`config.mk`:
```
export PLATFORM = sky130hd
export DESIGN_NAME = mcuie_ctrl
export DESIGN_NICKNAME = d
export VERILOG_FILES = /design/src/mcuie_pkg.sv /design/src/mcuie_sync.sv /design/src/mcuie_ctrl.sv
export SDC_FILE = /design/constraint.sdc
export NUM_CORES = 1
export LEC_CHECK = 0
export CELL_PAD_IN_SITES_DETAIL_PLACEMENT = 1
export CELL_PAD_IN_SITES_GLOBAL_PLACEMENT = 2
export CORE_UTILIZATION = 32
export DETAILED_ROUTE_END_ITERATION = 8
export DONT_BUFFER_PORTS = 1
export GPL_ROUTABILITY_DRIVEN = 0
export PLACE_DENSITY_LB_ADDON = 0.1
export REMOVE_ABC_BUFFERS = 1
export SLEW_MARGIN = 20
export SYNTH_ARGS = -nofsm -noshare
export SYNTH_HDL_FRONTEND = slang
export SYNTH_SLANG_ARGS = --single-unit
```
`constraint.sdc`:
```
create_clock -name sys_clk -period 1.8 [get_ports sys_clk]
set_input_delay 0.18 -clock sys_clk [delete_from_list [all_inputs] [get_ports sys_clk]]
set_output_delay 0.18 -clock sys_clk [all_outputs]
set_load 0.005 [all_outputs]
```
`src/mcuie_pkg.sv`:
```
package mcuie_pkg;

   // Bus geometry.
   localparam int          AXI_ADDR_W        = 8;
   localparam int          AXI_DATA_W        = 32;
   localparam logic [1:0]  AXI_RESP_OKAY     = 2'h0;
   localparam logic [1:0]  AXI_RESP_SLVERR   = 2'h2;

   // Register byte addresses.
   localparam logic [7:0]  ADDR_IRQ_ENABLE   = 8'h00;
   localparam logic [7:0]  ADDR_MCU_CONFIG   = 8'h04;
   localparam logic [7:0]  ADDR_EVT_STATUS   = 8'h08;
   localparam logic [7:0]  ADDR_EVT_MASK     = 8'h0c;
   localparam logic [7:0]  ADDR_REQ_STATUS   = 8'h10;
   localparam logic [7:0]  ADDR_VECTOR       = 8'h14;

   // Bit positions in the enable register.
   localparam int          EN_INTERNAL_BIT   = 0;
   localparam int          EN_TIMER0_BIT     = 1;
   localparam int          EN_EXT1_BIT       = 2;
   localparam int          EN_TIMER1_BIT     = 3;
   localparam int          EN_SERIAL_BIT     = 4;
   localparam int          EN_TIMER2_BIT     = 5;
   localparam int          EN_RESERVED_BIT   = 6;
   localparam int          EN_GLOBAL_BIT     = 7;
   localparam logic [7:0]  EN_WRITE_MASK     = 8'hbf;
   localparam logic [7:0]  EN_RESET          = 8'h00;

   // Bit position in the configuration register.
   localparam int          CFG_IRQ1_SEL_BIT  = 0;
   localparam logic [7:0]  CFG_RESET         = 8'h00;

   // Number of classic sources; request, status and mask bits follow the enable layout.
   localparam int          NUM_SRC           = 6;
   localparam logic [5:0]  SRC_RESET         = 6'h00;

   // Width of the peripheral request bundle and of port 2.
   localparam int          NUM_PERIPH        = 16;
   localparam int          PORT2_W           = 8;

   // Service start locations.
   localparam logic [15:0] VEC_RESET         = 16'h0000;
   localparam logic [15:0] VEC_INTERNAL      = 16'h0003;
   localparam logic [15:0] VEC_TIMER0        = 16'h000b;
   localparam logic [15:0] VEC_EXT1          = 16'h0013;
   localparam logic [15:0] VEC_TIMER1        = 16'h001b;
   localparam logic [15:0] VEC_SERIAL        = 16'h0023;
   localparam logic [15:0] VEC_TIMER2        = 16'h002b;

endpackage : mcuie_pkg

```
`src/mcuie_sync.sv`:
```
`timescale 1ns/1ps
module mcuie_sync #(
   parameter int         W       = 1,
   parameter logic [W-1:0] RST_VAL = '1
) (
   // Clock and reset.
   input  wire logic         sys_clk,
   input  wire logic         rst_n,
   // Asynchronous input and its synchronised copy.
   input  wire logic [W-1:0] async_in,
   output logic      [W-1:0] sync_out
);

   logic [W-1:0] meta_q;

   // Pins idle high, so the reset value keeps the active-low lines quiet.
   always_ff @(posedge sys_clk) begin
      if (!rst_n) begin
         meta_q   <= RST_VAL;
         sync_out <= RST_VAL;
      end else begin
         meta_q   <= async_in;
         sync_out <= meta_q;
      end
   end

endmodule : mcuie_sync

```
`src/mcuie_ctrl.sv`:
```
`timescale 1ns/1ps
// Summary of operation
// - Keep all six classic sources, each with own enable bit and fixed start location.
// - OR every on-chip peripheral request into one internal interrupt-0 line.
// - Internal interrupt-0 serves all peripherals, service starts at 0003H.
// - External interrupt-1 carries the port-2 interrupt, service starts at 0013H.
// - Timers start at 000BH, 001BH, 002BH; reset entry is 0000H.
// - Enable bit 4 gates serial interrupt at 0023H; resets to disabled.
// - Enable bit 0 gates internal interrupt-0; resets to zero.
// - Enable bit 2 gates external interrupt-1; resets to zero.
// - Enable bits 1, 3, 5 gate timers 0, 1, 2; reset to zero.
// - Enable bit 7 is global enable; zero blocks every core request but not the event irq; resets to zero.
// - Active-low port-2 inputs OR into level interrupt-1, also sent to wake-up logic.
// - Configuration bit selects interrupt-1 source: zero port-3 pin 3, one port 2.
module mcuie_ctrl
   import mcuie_pkg::*;
(
   // Clock and reset.
   input  wire logic                    sys_clk,
   input  wire logic                    rst_n,
   // AXI4-Lite write address channel.
   input  wire logic [AXI_ADDR_W-1:0]   s_axi_awaddr,
   input  wire logic                    s_axi_awvalid,
   output logic                         s_axi_awready,
   // AXI4-Lite write data channel.
   input  wire logic [AXI_DATA_W-1:0]   s_axi_wdata,
   input  wire logic [3:0]              s_axi_wstrb,
   input  wire logic                    s_axi_wvalid,
   output logic                         s_axi_wready,
   // AXI4-Lite write response channel.
   output logic [1:0]                   s_axi_bresp,
   output logic                         s_axi_bvalid,
   input  wire logic                    s_axi_bready,
   // AXI4-Lite read address channel.
   input  wire logic [AXI_ADDR_W-1:0]   s_axi_araddr,
   input  wire logic                    s_axi_arvalid,
   output logic                         s_axi_arready,
   // AXI4-Lite read data channel.
   output logic [AXI_DATA_W-1:0]        s_axi_rdata,
   output logic [1:0]                   s_axi_rresp,
   output logic                         s_axi_rvalid,
   input  wire logic                    s_axi_rready,
   // Request sources on the core clock, active high.
   input  wire logic [NUM_PERIPH-1:0]   periph_irq,
   input  wire logic                    timer0_irq,
   input  wire logic                    timer1_irq,
   input  wire logic                    timer2_irq,
   input  wire logic                    serial_irq,
   // Pins, active low.
   input  wire logic [PORT2_W-1:0]      port2_in_n,
   input  wire logic                    p3_3_in_n,
   // Toward the core.
   output logic                         internal_irq_line_n,
   output logic [NUM_SRC-1:0]           core_irq_req,
   output logic [15:0]                  core_irq_vector,
   output logic                         core_irq_valid,
   // Toward suspend and resume logic.
   output logic                         port2_irq_line_n,
   // Event interrupt.
   output logic                         irq
);

   logic [PORT2_W-1:0]  port2_s;
   logic                p3_3_s;
   logic [7:0]          irq_enable_reg_q;
   logic [7:0]          mcu_config_reg_q;
   logic [NUM_SRC-1:0]  evt_status_q;
   logic [NUM_SRC-1:0]  evt_mask_q;
   logic [NUM_SRC-1:0]  raw_req;
   logic [NUM_SRC-1:0]  raw_req_q;
   logic [NUM_SRC-1:0]  gated_req;
   logic                internal_req;
   logic                port2_req;
   logic                ext1_req;
   logic                irq1_source_select;
   logic                global_irq_enable;
   logic [15:0]         vector_d;

   // Write channel state.
   logic [AXI_ADDR_W-1:0] awaddr_q;
   logic                  aw_held_q;
   logic [AXI_DATA_W-1:0] wdata_q;
   logic [3:0]            wstrb_q;
   logic                  w_held_q;
   logic                  aw_hit;
   logic                  w_hit;
   logic                  do_write;
   logic [AXI_ADDR_W-1:0] wr_addr;
   logic [AXI_DATA_W-1:0] wr_data;
   logic [3:0]            wr_strb;
   logic                  wr_byte0;
   logic                  wr_mapped;
   logic                  wr_en_sel;
   logic                  wr_cfg_sel;
   logic                  wr_sts_sel;
   logic                  wr_msk_sel;

   // Read channel state.
   logic                  ar_hit;
   logic [AXI_DATA_W-1:0] rd_data;
   logic [1:0]            rd_resp;

   // Pins cross into the core clock before any logic looks at them.
   mcuie_sync #(
      .W       (PORT2_W),
      .RST_VAL ({PORT2_W{1'b1}})
   ) u_sync_port2 (
      .sys_clk  (sys_clk),
      .rst_n    (rst_n),
      .async_in (port2_in_n),
      .sync_out (port2_s)
   );

   mcuie_sync #(
      .W       (1),
      .RST_VAL (1'b1)
   ) u_sync_p33 (
      .sys_clk  (sys_clk),
      .rst_n    (rst_n),
      .async_in (p3_3_in_n),
      .sync_out (p3_3_s)
   );

   // Request combination and source selection.
   assign internal_req       = |periph_irq;
   assign internal_irq_line_n = ~internal_req;
   assign port2_req          = ~(&port2_s);
   assign port2_irq_line_n   = ~port2_req;
   assign irq1_source_select = mcu_config_reg_q[CFG_IRQ1_SEL_BIT];
   assign ext1_req           = irq1_source_select ? port2_req : ~p3_3_s;

   always_comb begin
      raw_req                  = SRC_RESET;
      raw_req[EN_INTERNAL_BIT] = internal_req;
      raw_req[EN_TIMER0_BIT]   = timer0_irq;
      raw_req[EN_EXT1_BIT]     = ext1_req;
      raw_req[EN_TIMER1_BIT]   = timer1_irq;
      raw_req[EN_SERIAL_BIT]   = serial_irq;
      raw_req[EN_TIMER2_BIT]   = timer2_irq;
   end

   // Gating toward the core; the global bit overrides every source.
   assign global_irq_enable = irq_enable_reg_q[EN_GLOBAL_BIT];

   genvar g;
   generate
      for (g = 0; g < NUM_SRC; g++) begin : g_gate
         assign gated_req[g] = raw_req[g] & irq_enable_reg_q[g]
                               & global_irq_enable;
      end
   endgenerate

   assign core_irq_req = gated_req;

   // Fixed start location of the highest-priority pending source.
   always_comb begin
      vector_d = VEC_RESET;
      if (gated_req[EN_INTERNAL_BIT]) begin
         vector_d = VEC_INTERNAL;
      end else if (gated_req[EN_TIMER0_BIT]) begin
         vector_d = VEC_TIMER0;
      end else if (gated_req[EN_EXT1_BIT]) begin
         vector_d = VEC_EXT1;
      end else if (gated_req[EN_TIMER1_BIT]) begin
         vector_d = VEC_TIMER1;
      end else if (gated_req[EN_SERIAL_BIT]) begin
         vector_d = VEC_SERIAL;
      end else if (gated_req[EN_TIMER2_BIT]) begin
         vector_d = VEC_TIMER2;
      end
   end

   // The vector is registered so the core sees a clean value one cycle late.
   always_ff @(posedge sys_clk) begin
      if (!rst_n) begin
         core_irq_vector <= VEC_RESET;
         core_irq_valid  <= 1'b0;
      end else begin
         core_irq_vector <= vector_d;
         core_irq_valid  <= |gated_req;
      end
   end

   // Write address and data are taken in either order and held until both are in.
   assign s_axi_awready = !aw_held_q && !s_axi_bvalid;
   assign s_axi_wready  = !w_held_q && !s_axi_bvalid;
   assign aw_hit        = s_axi_awvalid && s_axi_awready;
   assign w_hit         = s_axi_wvalid && s_axi_wready;
   assign do_write      = (aw_held_q || aw_hit) && (w_held_q || w_hit);
   assign wr_addr       = aw_held_q ? awaddr_q : s_axi_awaddr;
   assign wr_data       = w_held_q ? wdata_q : s_axi_wdata;
   assign wr_strb       = w_held_q ? wstrb_q : s_axi_wstrb;
   assign wr_byte0      = do_write && wr_strb[0];

   always_ff @(posedge sys_clk) begin
      if (!rst_n) begin
         aw_held_q <= 1'b0;
         awaddr_q  <= '0;
      end else if (do_write) begin
         aw_held_q <= 1'b0;
      end else if (aw_hit) begin
         aw_held_q <= 1'b1;
         awaddr_q  <= s_axi_awaddr;
      end
   end

   always_ff @(posedge sys_clk) begin
      if (!rst_n) begin
         w_held_q <= 1'b0;
         wdata_q  <= '0;
         wstrb_q  <= 4'h0;
      end else if (do_write) begin
         w_held_q <= 1'b0;
      end else if (w_hit) begin
         w_held_q <= 1'b1;
         wdata_q  <= s_axi_wdata;
         wstrb_q  <= s_axi_wstrb;
      end
   end

   // Write address decode.
   always_comb begin
      wr_en_sel  = 1'b0;
      wr_cfg_sel = 1'b0;
      wr_sts_sel = 1'b0;
      wr_msk_sel = 1'b0;
      wr_mapped  = 1'b1;
      if (wr_addr == ADDR_IRQ_ENABLE) begin
         wr_en_sel = 1'b1;
      end else if (wr_addr == ADDR_MCU_CONFIG) begin
         wr_cfg_sel = 1'b1;
      end else if (wr_addr == ADDR_EVT_STATUS) begin
         wr_sts_sel = 1'b1;
      end else if (wr_addr == ADDR_EVT_MASK) begin
         wr_msk_sel = 1'b1;
      end else if (wr_addr == ADDR_REQ_STATUS || wr_addr == ADDR_VECTOR) begin
         wr_mapped = 1'b1;
      end else begin
         wr_mapped = 1'b0;
      end
   end

   // Read-only registers accept writes with OKAY and ignore the data.
   always_ff @(posedge sys_clk) begin
      if (!rst_n) begin
         s_axi_bvalid <= 1'b0;
         s_axi_bresp  <= AXI_RESP_OKAY;
      end else if (do_write) begin
         s_axi_bvalid <= 1'b1;
         s_axi_bresp  <= wr_mapped ? AXI_RESP_OKAY : AXI_RESP_SLVERR;
      end else if (s_axi_bready) begin
         s_axi_bvalid <= 1'b0;
      end
   end

   // Enable register; the reserved bit can never be set.
   always_ff @(posedge sys_clk) begin
      if (!rst_n) begin
         irq_enable_reg_q <= EN_RESET;
      end else if (wr_byte0 && wr_en_sel) begin
         irq_enable_reg_q <= wr_data[7:0] & EN_WRITE_MASK;
      end
   end

   always_ff @(posedge sys_clk) begin
      if (!rst_n) begin
         mcu_config_reg_q <= CFG_RESET;
      end else if (wr_byte0 && wr_cfg_sel) begin
         mcu_config_reg_q <= {7'h00, wr_data[CFG_IRQ1_SEL_BIT]};
      end
   end

   always_ff @(posedge sys_clk) begin
      if (!rst_n) begin
         evt_mask_q <= SRC_RESET;
      end else if (wr_byte0 && wr_msk_sel) begin
         evt_mask_q <= wr_data[NUM_SRC-1:0];
      end
   end

   // Sticky event bits are set by a rising raw request; a new event beats a clear.
   always_ff @(posedge sys_clk) begin
      if (!rst_n) begin
         raw_req_q <= SRC_RESET;
      end else begin
         raw_req_q <= raw_req;
      end
   end

   always_ff @(posedge sys_clk) begin
      if (!rst_n) begin
         evt_status_q <= SRC_RESET;
      end else begin
         evt_status_q <= (evt_status_q
                          & ~((wr_byte0 && wr_sts_sel) ? wr_data[NUM_SRC-1:0] : SRC_RESET))
                         | (raw_req & ~raw_req_q);
      end
   end

   assign irq = |(evt_status_q & evt_mask_q);

   // Read channel; one read is in flight at a time.
   assign s_axi_arready = !s_axi_rvalid;
   assign ar_hit        = s_axi_arvalid && s_axi_arready;

   always_comb begin
      rd_data = '0;
      rd_resp = AXI_RESP_OKAY;
      if (s_axi_araddr == ADDR_IRQ_ENABLE) begin
         rd_data[7:0] = irq_enable_reg_q;
      end else if (s_axi_araddr == ADDR_MCU_CONFIG) begin
         rd_data[7:0] = mcu_config_reg_q;
      end else if (s_axi_araddr == ADDR_EVT_STATUS) begin
         rd_data[NUM_SRC-1:0] = evt_status_q;
      end else if (s_axi_araddr == ADDR_EVT_MASK) begin
         rd_data[NUM_SRC-1:0] = evt_mask_q;
      end else if (s_axi_araddr == ADDR_REQ_STATUS) begin
         rd_data[NUM_SRC-1:0] = raw_req;
      end else if (s_axi_araddr == ADDR_VECTOR) begin
         rd_data[15:0] = core_irq_vector;
      end else begin
         rd_resp = AXI_RESP_SLVERR;
      end
   end

   always_ff @(posedge sys_clk) begin
      if (!rst_n) begin
         s_axi_rvalid <= 1'b0;
         s_axi_rdata  <= '0;
         s_axi_rresp  <= AXI_RESP_OKAY;
      end else if (ar_hit) begin
         s_axi_rvalid <= 1'b1;
         s_axi_rdata  <= rd_data;
         s_axi_rresp  <= rd_resp;
      end else if (s_axi_rready) begin
         s_axi_rvalid <= 1'b0;
      end
   end

endmodule : mcuie_ctrl

```
=== Word-level counts from Yosys, hierarchy flattened ===
Index checks and enable logic that the tools add are counted.

* Eq/ne operators: 10
* Muxes and demuxes: 48
* Bitwise logic cells: 23
* Reductions and logical operators: 33

{| class="wikitable"
|+ Operator list
! operator !! number
|-
| $mux 8 || 6
|-
| $mux 6 || 6
|-
| $eq 8x4->1 const B || 4
|-
| $eq 8x5->1 const B || 4
|-
| $mux 10 || 3
|-
| $mux 1 || 21
|-
| $and 6x6->6 || 3
|-
| $reduce_or 6->1 || 3
|-
| $eq 8x3->1 const B || 2
|-
| $logic_not 8->1 || 2
|-
| $mux 16 || 1
|-
| $mux 2 || 8
|-
| $reduce_or 16->1 || 1
|-
| $and 1x1->1 || 12
|-
| $not 6->6 || 2
|-
| $logic_and 1x1->1 || 11
|-
| $mux 5 || 2
|-
| $reduce_and 8->1 || 1
|-
| $or 6x6->6 || 1
|-
| $not 1->1 || 5
|-
| $reduce_or 5->1 || 1
|-
| $logic_not 1->1 || 4
|-
| $mux 4 || 1
|-
| $reduce_and 2->1 || 2
|-
| other kinds (4) || 8
|}

* Register bits after elaboration: 102
* Input port bits: 88
* Output and inout bits: 67
* Logic and storage cells: 139

=== Logic depth before layout (Yosys ltp) ===
* Depth in word-level cells: 11
* Gate-level depth with buffers: 6
* Depth with buffers taken out: 4

=== Modules after synthesis ===
Synthesis repeated with hierarchy kept, for this count alone.

* Cell total of the unflattened synthesis: 408
* Area, all modules: 3,728.6 um^2

{| class="wikitable"
|+ By module, submodules not included
! module !! times used !! cells each !! area each (um^2)
|-
| mcuie_ctrl || 1 || 371 || 3,244.4
|-
| mcuie_sync (u_sync_port2) || 1 || 33 || 431.7
|-
| mcuie_sync (u_sync_p33) || 1 || 4 || 52.6
|}

=== Worst setup path after synthesis ===
No wires, ideal clock.

* Path kind: register to register
* Start: reg aw_held_q
* End: reg evt_status_q[3]
* Setup time: 0.117 ns
* Data arrival time: 1.617 ns
* Required time: 1.683 ns
* Slack: 0.065 ns
* Cell stages (with the launch flop): 6
* Path buffers: 1
* Period minus slack after synthesis: 1.735 ns
* Cell sequence: dfxtp_1 buf_2 mux2_2 a211oi_4 nand4_1 a32o_1

* Cells in the longest elaborated chain, start to end: 11
* Elaborated cells on any way between the ends: 18
* Classes of those cells: 2 x eq/ne; 5 x mux; 3 x bitwise; 8 x reduce/logical

{| class="wikitable"
|+ RTL lines
! what !! RTL line !! source
|-
| start: declaration || mcuie_ctrl.sv:81 || <nowiki>logic aw_held_q;</nowiki>
|-
| start signal: assignment || mcuie_ctrl.sv:197 || <nowiki>aw_held_q <= 1'b0;</nowiki>
|-
| start signal: assignment || mcuie_ctrl.sv:200 || <nowiki>aw_held_q <= 1'b0;</nowiki>
|-
| start signal: assignment || mcuie_ctrl.sv:202 || <nowiki>aw_held_q <= 1'b1;</nowiki>
|-
| branches (longest 6 deep; another with $mux 8) || -- ||
|-
| $logic_and 1x1->1 (*) || mcuie_ctrl.sv:295 || <nowiki>& ~((wr_byte0 && wr_sts_sel) ? wr_data[NUM_SRC-1:0] : SRC_RESET))</nowiki>
|-
| $mux 6 (*) || mcuie_ctrl.sv:295 ||
|-
| $not 6->6 (*) || mcuie_ctrl.sv:295 ||
|-
| $and 6x6->6 (*) || mcuie_ctrl.sv:295 ||
|-
| $or 6x6->6 (*) || mcuie_ctrl.sv:296 || <nowiki>| (raw_req & ~raw_req_q);</nowiki>
|-
| end signal: assignment || mcuie_ctrl.sv:294 || <nowiki>evt_status_q <= (evt_status_q</nowiki>
|-
| end: declaration || mcuie_ctrl.sv:67 || <nowiki>logic [NUM_SRC-1:0] evt_status_q;</nowiki>
|}

Mark *: on every way between the ends.
A chain may end at the register's enable or synchronous reset.

=== Final worst setup path ===
* Start: reg awaddr_q[5]
* End: reg evt_status_q[2]

* Cells in the longest elaborated chain, start to end: 10
* Elaborated cells on any way between the ends: 12
* Classes of those cells: 2 x eq/ne; 5 x mux; 3 x bitwise; 2 x reduce/logical

{| class="wikitable"
|+ RTL lines
! what !! RTL line !! source
|-
| start: declaration || mcuie_ctrl.sv:80 || <nowiki>logic [AXI_ADDR_W-1:0] awaddr_q;</nowiki>
|-
| start signal: assignment || mcuie_ctrl.sv:203 || <nowiki>awaddr_q <= s_axi_awaddr;</nowiki>
|-
| $mux 8 (*) || mcuie_ctrl.sv:190 || <nowiki>assign wr_addr = aw_held_q ? awaddr_q : s_axi_awaddr;</nowiki>
|-
| $eq 8x4->1 || mcuie_ctrl.sv:232 || <nowiki>end else if (wr_addr == ADDR_EVT_STATUS) begin</nowiki>
|-
| $mux 1 || mcuie_ctrl.sv:232 ||
|-
| $mux 1 || mcuie_ctrl.sv:230 || <nowiki>end else if (wr_addr == ADDR_MCU_CONFIG) begin</nowiki>
|-
| $mux 1 (*) || mcuie_ctrl.sv:228 || <nowiki>if (wr_addr == ADDR_IRQ_ENABLE) begin</nowiki>
|-
| $logic_and 1x1->1 (*) || mcuie_ctrl.sv:295 ||
|-
| $mux 6 (*) || mcuie_ctrl.sv:295 ||
|-
| $not 6->6 (*) || mcuie_ctrl.sv:295 ||
|-
| $and 6x6->6 (*) || mcuie_ctrl.sv:295 ||
|-
| $or 6x6->6 (*) || mcuie_ctrl.sv:296 ||
|}

Every way passes the cells marked *; elsewhere a longest branch is shown, timed or not.

==> flow_summary.toml <==
[status]
status = "complete, no violations"

[setup_path]
cp_max_fo = 4
setup.worst_path.class = "reg2reg"
cp.required_ns = 2.04
critPathLaunchType = "flip-flop"
cp.arrival_ns = 2.02
crit_path_end_kind = "flip-flop"

[clock_tree]
cts-root-buf = "clkbuf_16"
clkSinkCount = 78
cts_tree = "done"
cts_buffers = 9
clock_path_buffers = 2
clkTransAtPathRegs_ns = 0.07
clock_latency_ns = 0.34
h-tree-depth = 3

[placement]
dp_hpwl_um = 6700
portBuffers = 0

[power_and_ir_drop]
ir_worst_vdd_mv = 0.772
leakage_nw = 1.90
intPower_w = 0.00298
sw_frac_of_total_pct = 26.7
seqPwrFrac_pct = 45.2
switching_power_w = 0.00109
finalPower_w = 0.00407
power_frac_comb_pct = 11.0
clkPwrFrac_pct = 43.8
powerDensity_nw_per_um2 = 925

[route]
post_drt_wl_per_cell_um = 16.7
dr_total_vias = 2839
dr.pass1.iters = 4
drt_wl_total_um = 9590
routed_via_density = 4.94
ant_nets = 0
drt_iter0_drc = 132
drc = 0

[synth]
synth-seq-area-share_pct = 42.4
synthCells = 390
syn_area_um2 = 3680
synthArstFlopShare_pct = 0
synth_edf_count = 0
yosysWarningCount = 0
post_synth.cell_area_avg_um2 = 9.43
ys_ff_latch = 78
ys.flop_type = "dfxtp_1"
synthDistinctLibCells = 55

[cells_and_area]
syn_to_final_growth_pct = 19.6
fillers = 1274
multi_input_comb_area_um2 = 1860
n_antenna_cell = 0
register_area_um2 = 1560
final_common_cell = "dfxtp_1"
final_cell_mix = "dfxtp_1, mux2i_1, conb_1"
drive_gt1_share_pct = 13.1
nets = 518
final_util_pct = 39.9

[die]
initial_core_util_pct = 33.3
dieArea_um2 = 11900
core_um2 = 11000
die_h_um = 109
ios = 155
fp-row-count = 38
die_w_um = 109

[global_routing]
grtUsageTotal_pct = 17.5
grt_max_degree = 47
grt_pass1_wl_um = 15300
overflow = 0
grt_pass1_vias = 2942
antenna_found_initial = 0

[run]
max_cap_violations = 0

[min_path]
worst_hold_path_type = "in2reg"

[sta]
finalCriticalPeriod_ns = 1.79
tightest_slew_ns = 0.582
slew_violations = 0
rsz0062_at_grt = "true"
fin_worst_skew_ns = 0.00606
timing.fmax_mhz = 560
hold_viol = 0
finalCritPeriodShare_pct = 99.3
setup_viol = 0
max-slew-margin-rel_pct = 61.1
==> sequential cells by signal, summed over array words and instances, names as in the netlist, 6 cells and up <==
name	count
evt_status_q	6
u_sync_port2.sync_out	8
evt_mask_q	6
u_sync_port2.meta_q	8
wdata_q	7
awaddr_q	8
s_axi_rdata	7
raw_req_q	6
irq_enable_reg_q	7
==> synth_stat cells (2+ instances only) <==
cell type | n | area share [%]
a21oi_1 | 8 | 1.1
o21ai_0 | 2 | 0.27
o2bb2ai_1 | 4 | 0.95
nand4_1 | 7 | 1.2
a31oi_1 | 5 | 0.85
nor3b_1 | 3 | 0.61
a211oi_1 | 2 | 0.41
nand3_1 | 4 | 0.54
a22oi_1 | 7 | 1.4
mux2_2 | 9 | 2.8
o31a_1 | 2 | 0.48
nor2b_1 | 3 | 0.51
o22ai_1 | 5 | 0.85
clkbuf_1 | 11 | 1.1
a21boi_0 | 2 | 0.41
a32o_1 | 5 | 1.4
a311oi_1 | 2 | 0.48
inv_1 | 12 | 1.2
dfxtp_1 | 78 | 42
and3_1 | 5 | 0.85
and2_0 | 2 | 0.34
o21a_1 | 3 | 0.61
nor2_1 | 31 | 3.2
nand2b_1 | 22 | 3.7
and4_1 | 2 | 0.48
nand3b_1 | 2 | 0.41
buf_2 | 5 | 0.68
nand2_1 | 28 | 2.9
nor3_1 | 6 | 0.82
nor4_1 | 4 | 0.68
and2_1 | 6 | 1.0
mux2i_1 | 42 | 11
buf_4 | 39 | 8.0
==> final cells by class <==
type | count | area share (%)
clock buffers | 9 | 5.12
inverters | 13 | 1.11
repair buffers | 48 | 10.5
flip-flops and latches | 78 | 35.6
well taps | 140 | 3.98
multi-input cells | 280 | 42.2
clock inverters | 7 | 1.45
==> per-layer routing <==
| metal | track usage [%] | share of wire, % |
|---|---|---|
| met5 | 0 | 0 |
| met4 | 4.86 | 0.69 |
| met3 | 5.74 | 6.0 |
| met2 | 29.1 | 48 |
| met1 | 21.6 | 46 |
==> critical path, stage by stage (launching register included) <==
cell	delay, ns
dfxtp_2	0.32
or4b_4	0.55
a211oi_4	0.28
buf_6	0.14
nand4_1	0.13
a32o_1	0.26
==> what timing repair did <==
action                     CTS  global route
hold buffers                31             0
gates resized for setup      3             5
cloned                       0             0
setup buffers                1             1
pin swaps                    4             8
setup endpoints to repair    9            19
hold endpoints to repair    62             0
==> power groups by stage <==
stage          Sequential [W]  Clock (W)  Combinational, W
5_1_grt               0.00185    0.00191          0.000503
6_report              0.00184    0.00178          0.000449
4_1_cts               0.00184    0.00185          0.000449
3_5_place_dp          0.00188          0          0.000365
2_1_floorplan         0.00187          0          0.000265
3_3_place_gp          0.00187          0          0.000360
==> worst paths after layout <==
kind	from	end	slack (ns)	depth (start not counted)
worst min register to register	u_sync_port2.meta_q[6]$_SDFF_PN1_	u_sync_port2.sync_out[6]$_SDFF_PN1_	0.41	1
worst max register to register	awaddr_q[5]$_SDFFE_PN0P_	evt_status_q[2]$_SDFF_PN0_	0.01	5
worst max-delay path	awaddr_q[5]$_SDFFE_PN0P_	evt_status_q[2]$_SDFF_PN0_	0.01	5
worst min-delay path	rst_n	s_axi_rdata[0]$_SDFFE_PN0P_	0.01	2
==> kinds of logic after synthesis <==
group	count (synthesis)	synth area share [%]
and+or+nand+nor	134	20.2
DFF	78	42.4
buffers and inverters	69	11.2
AOI/OAI and AO/OA	57	11.8
muxes	51	14.2
other	1	0.102
==> stage by stage <==
step | setup TNS [ns] | hold WS (ns) | worst slack (ns) | instance area, um2 | cells
final | 0 | 0.0129 | 0.0131 | 4400 | 575
after floorplan | -1.10 | 0.253 | -0.114 | 3450 | 371
after global placement | -0.0234 | 0.259 | -0.0234 | 3740 | 526
after detailed placement | -0.0316 | 0.262 | -0.0236 | 3740 | 526
after global routing | -0.727 | 0.000699 | -0.0851 | 4400 | 575
after CTS | -0.143 | 0.00475 | -0.0345 | 4370 | 574
Note: power is estimated with default switching activity, not from simulation.
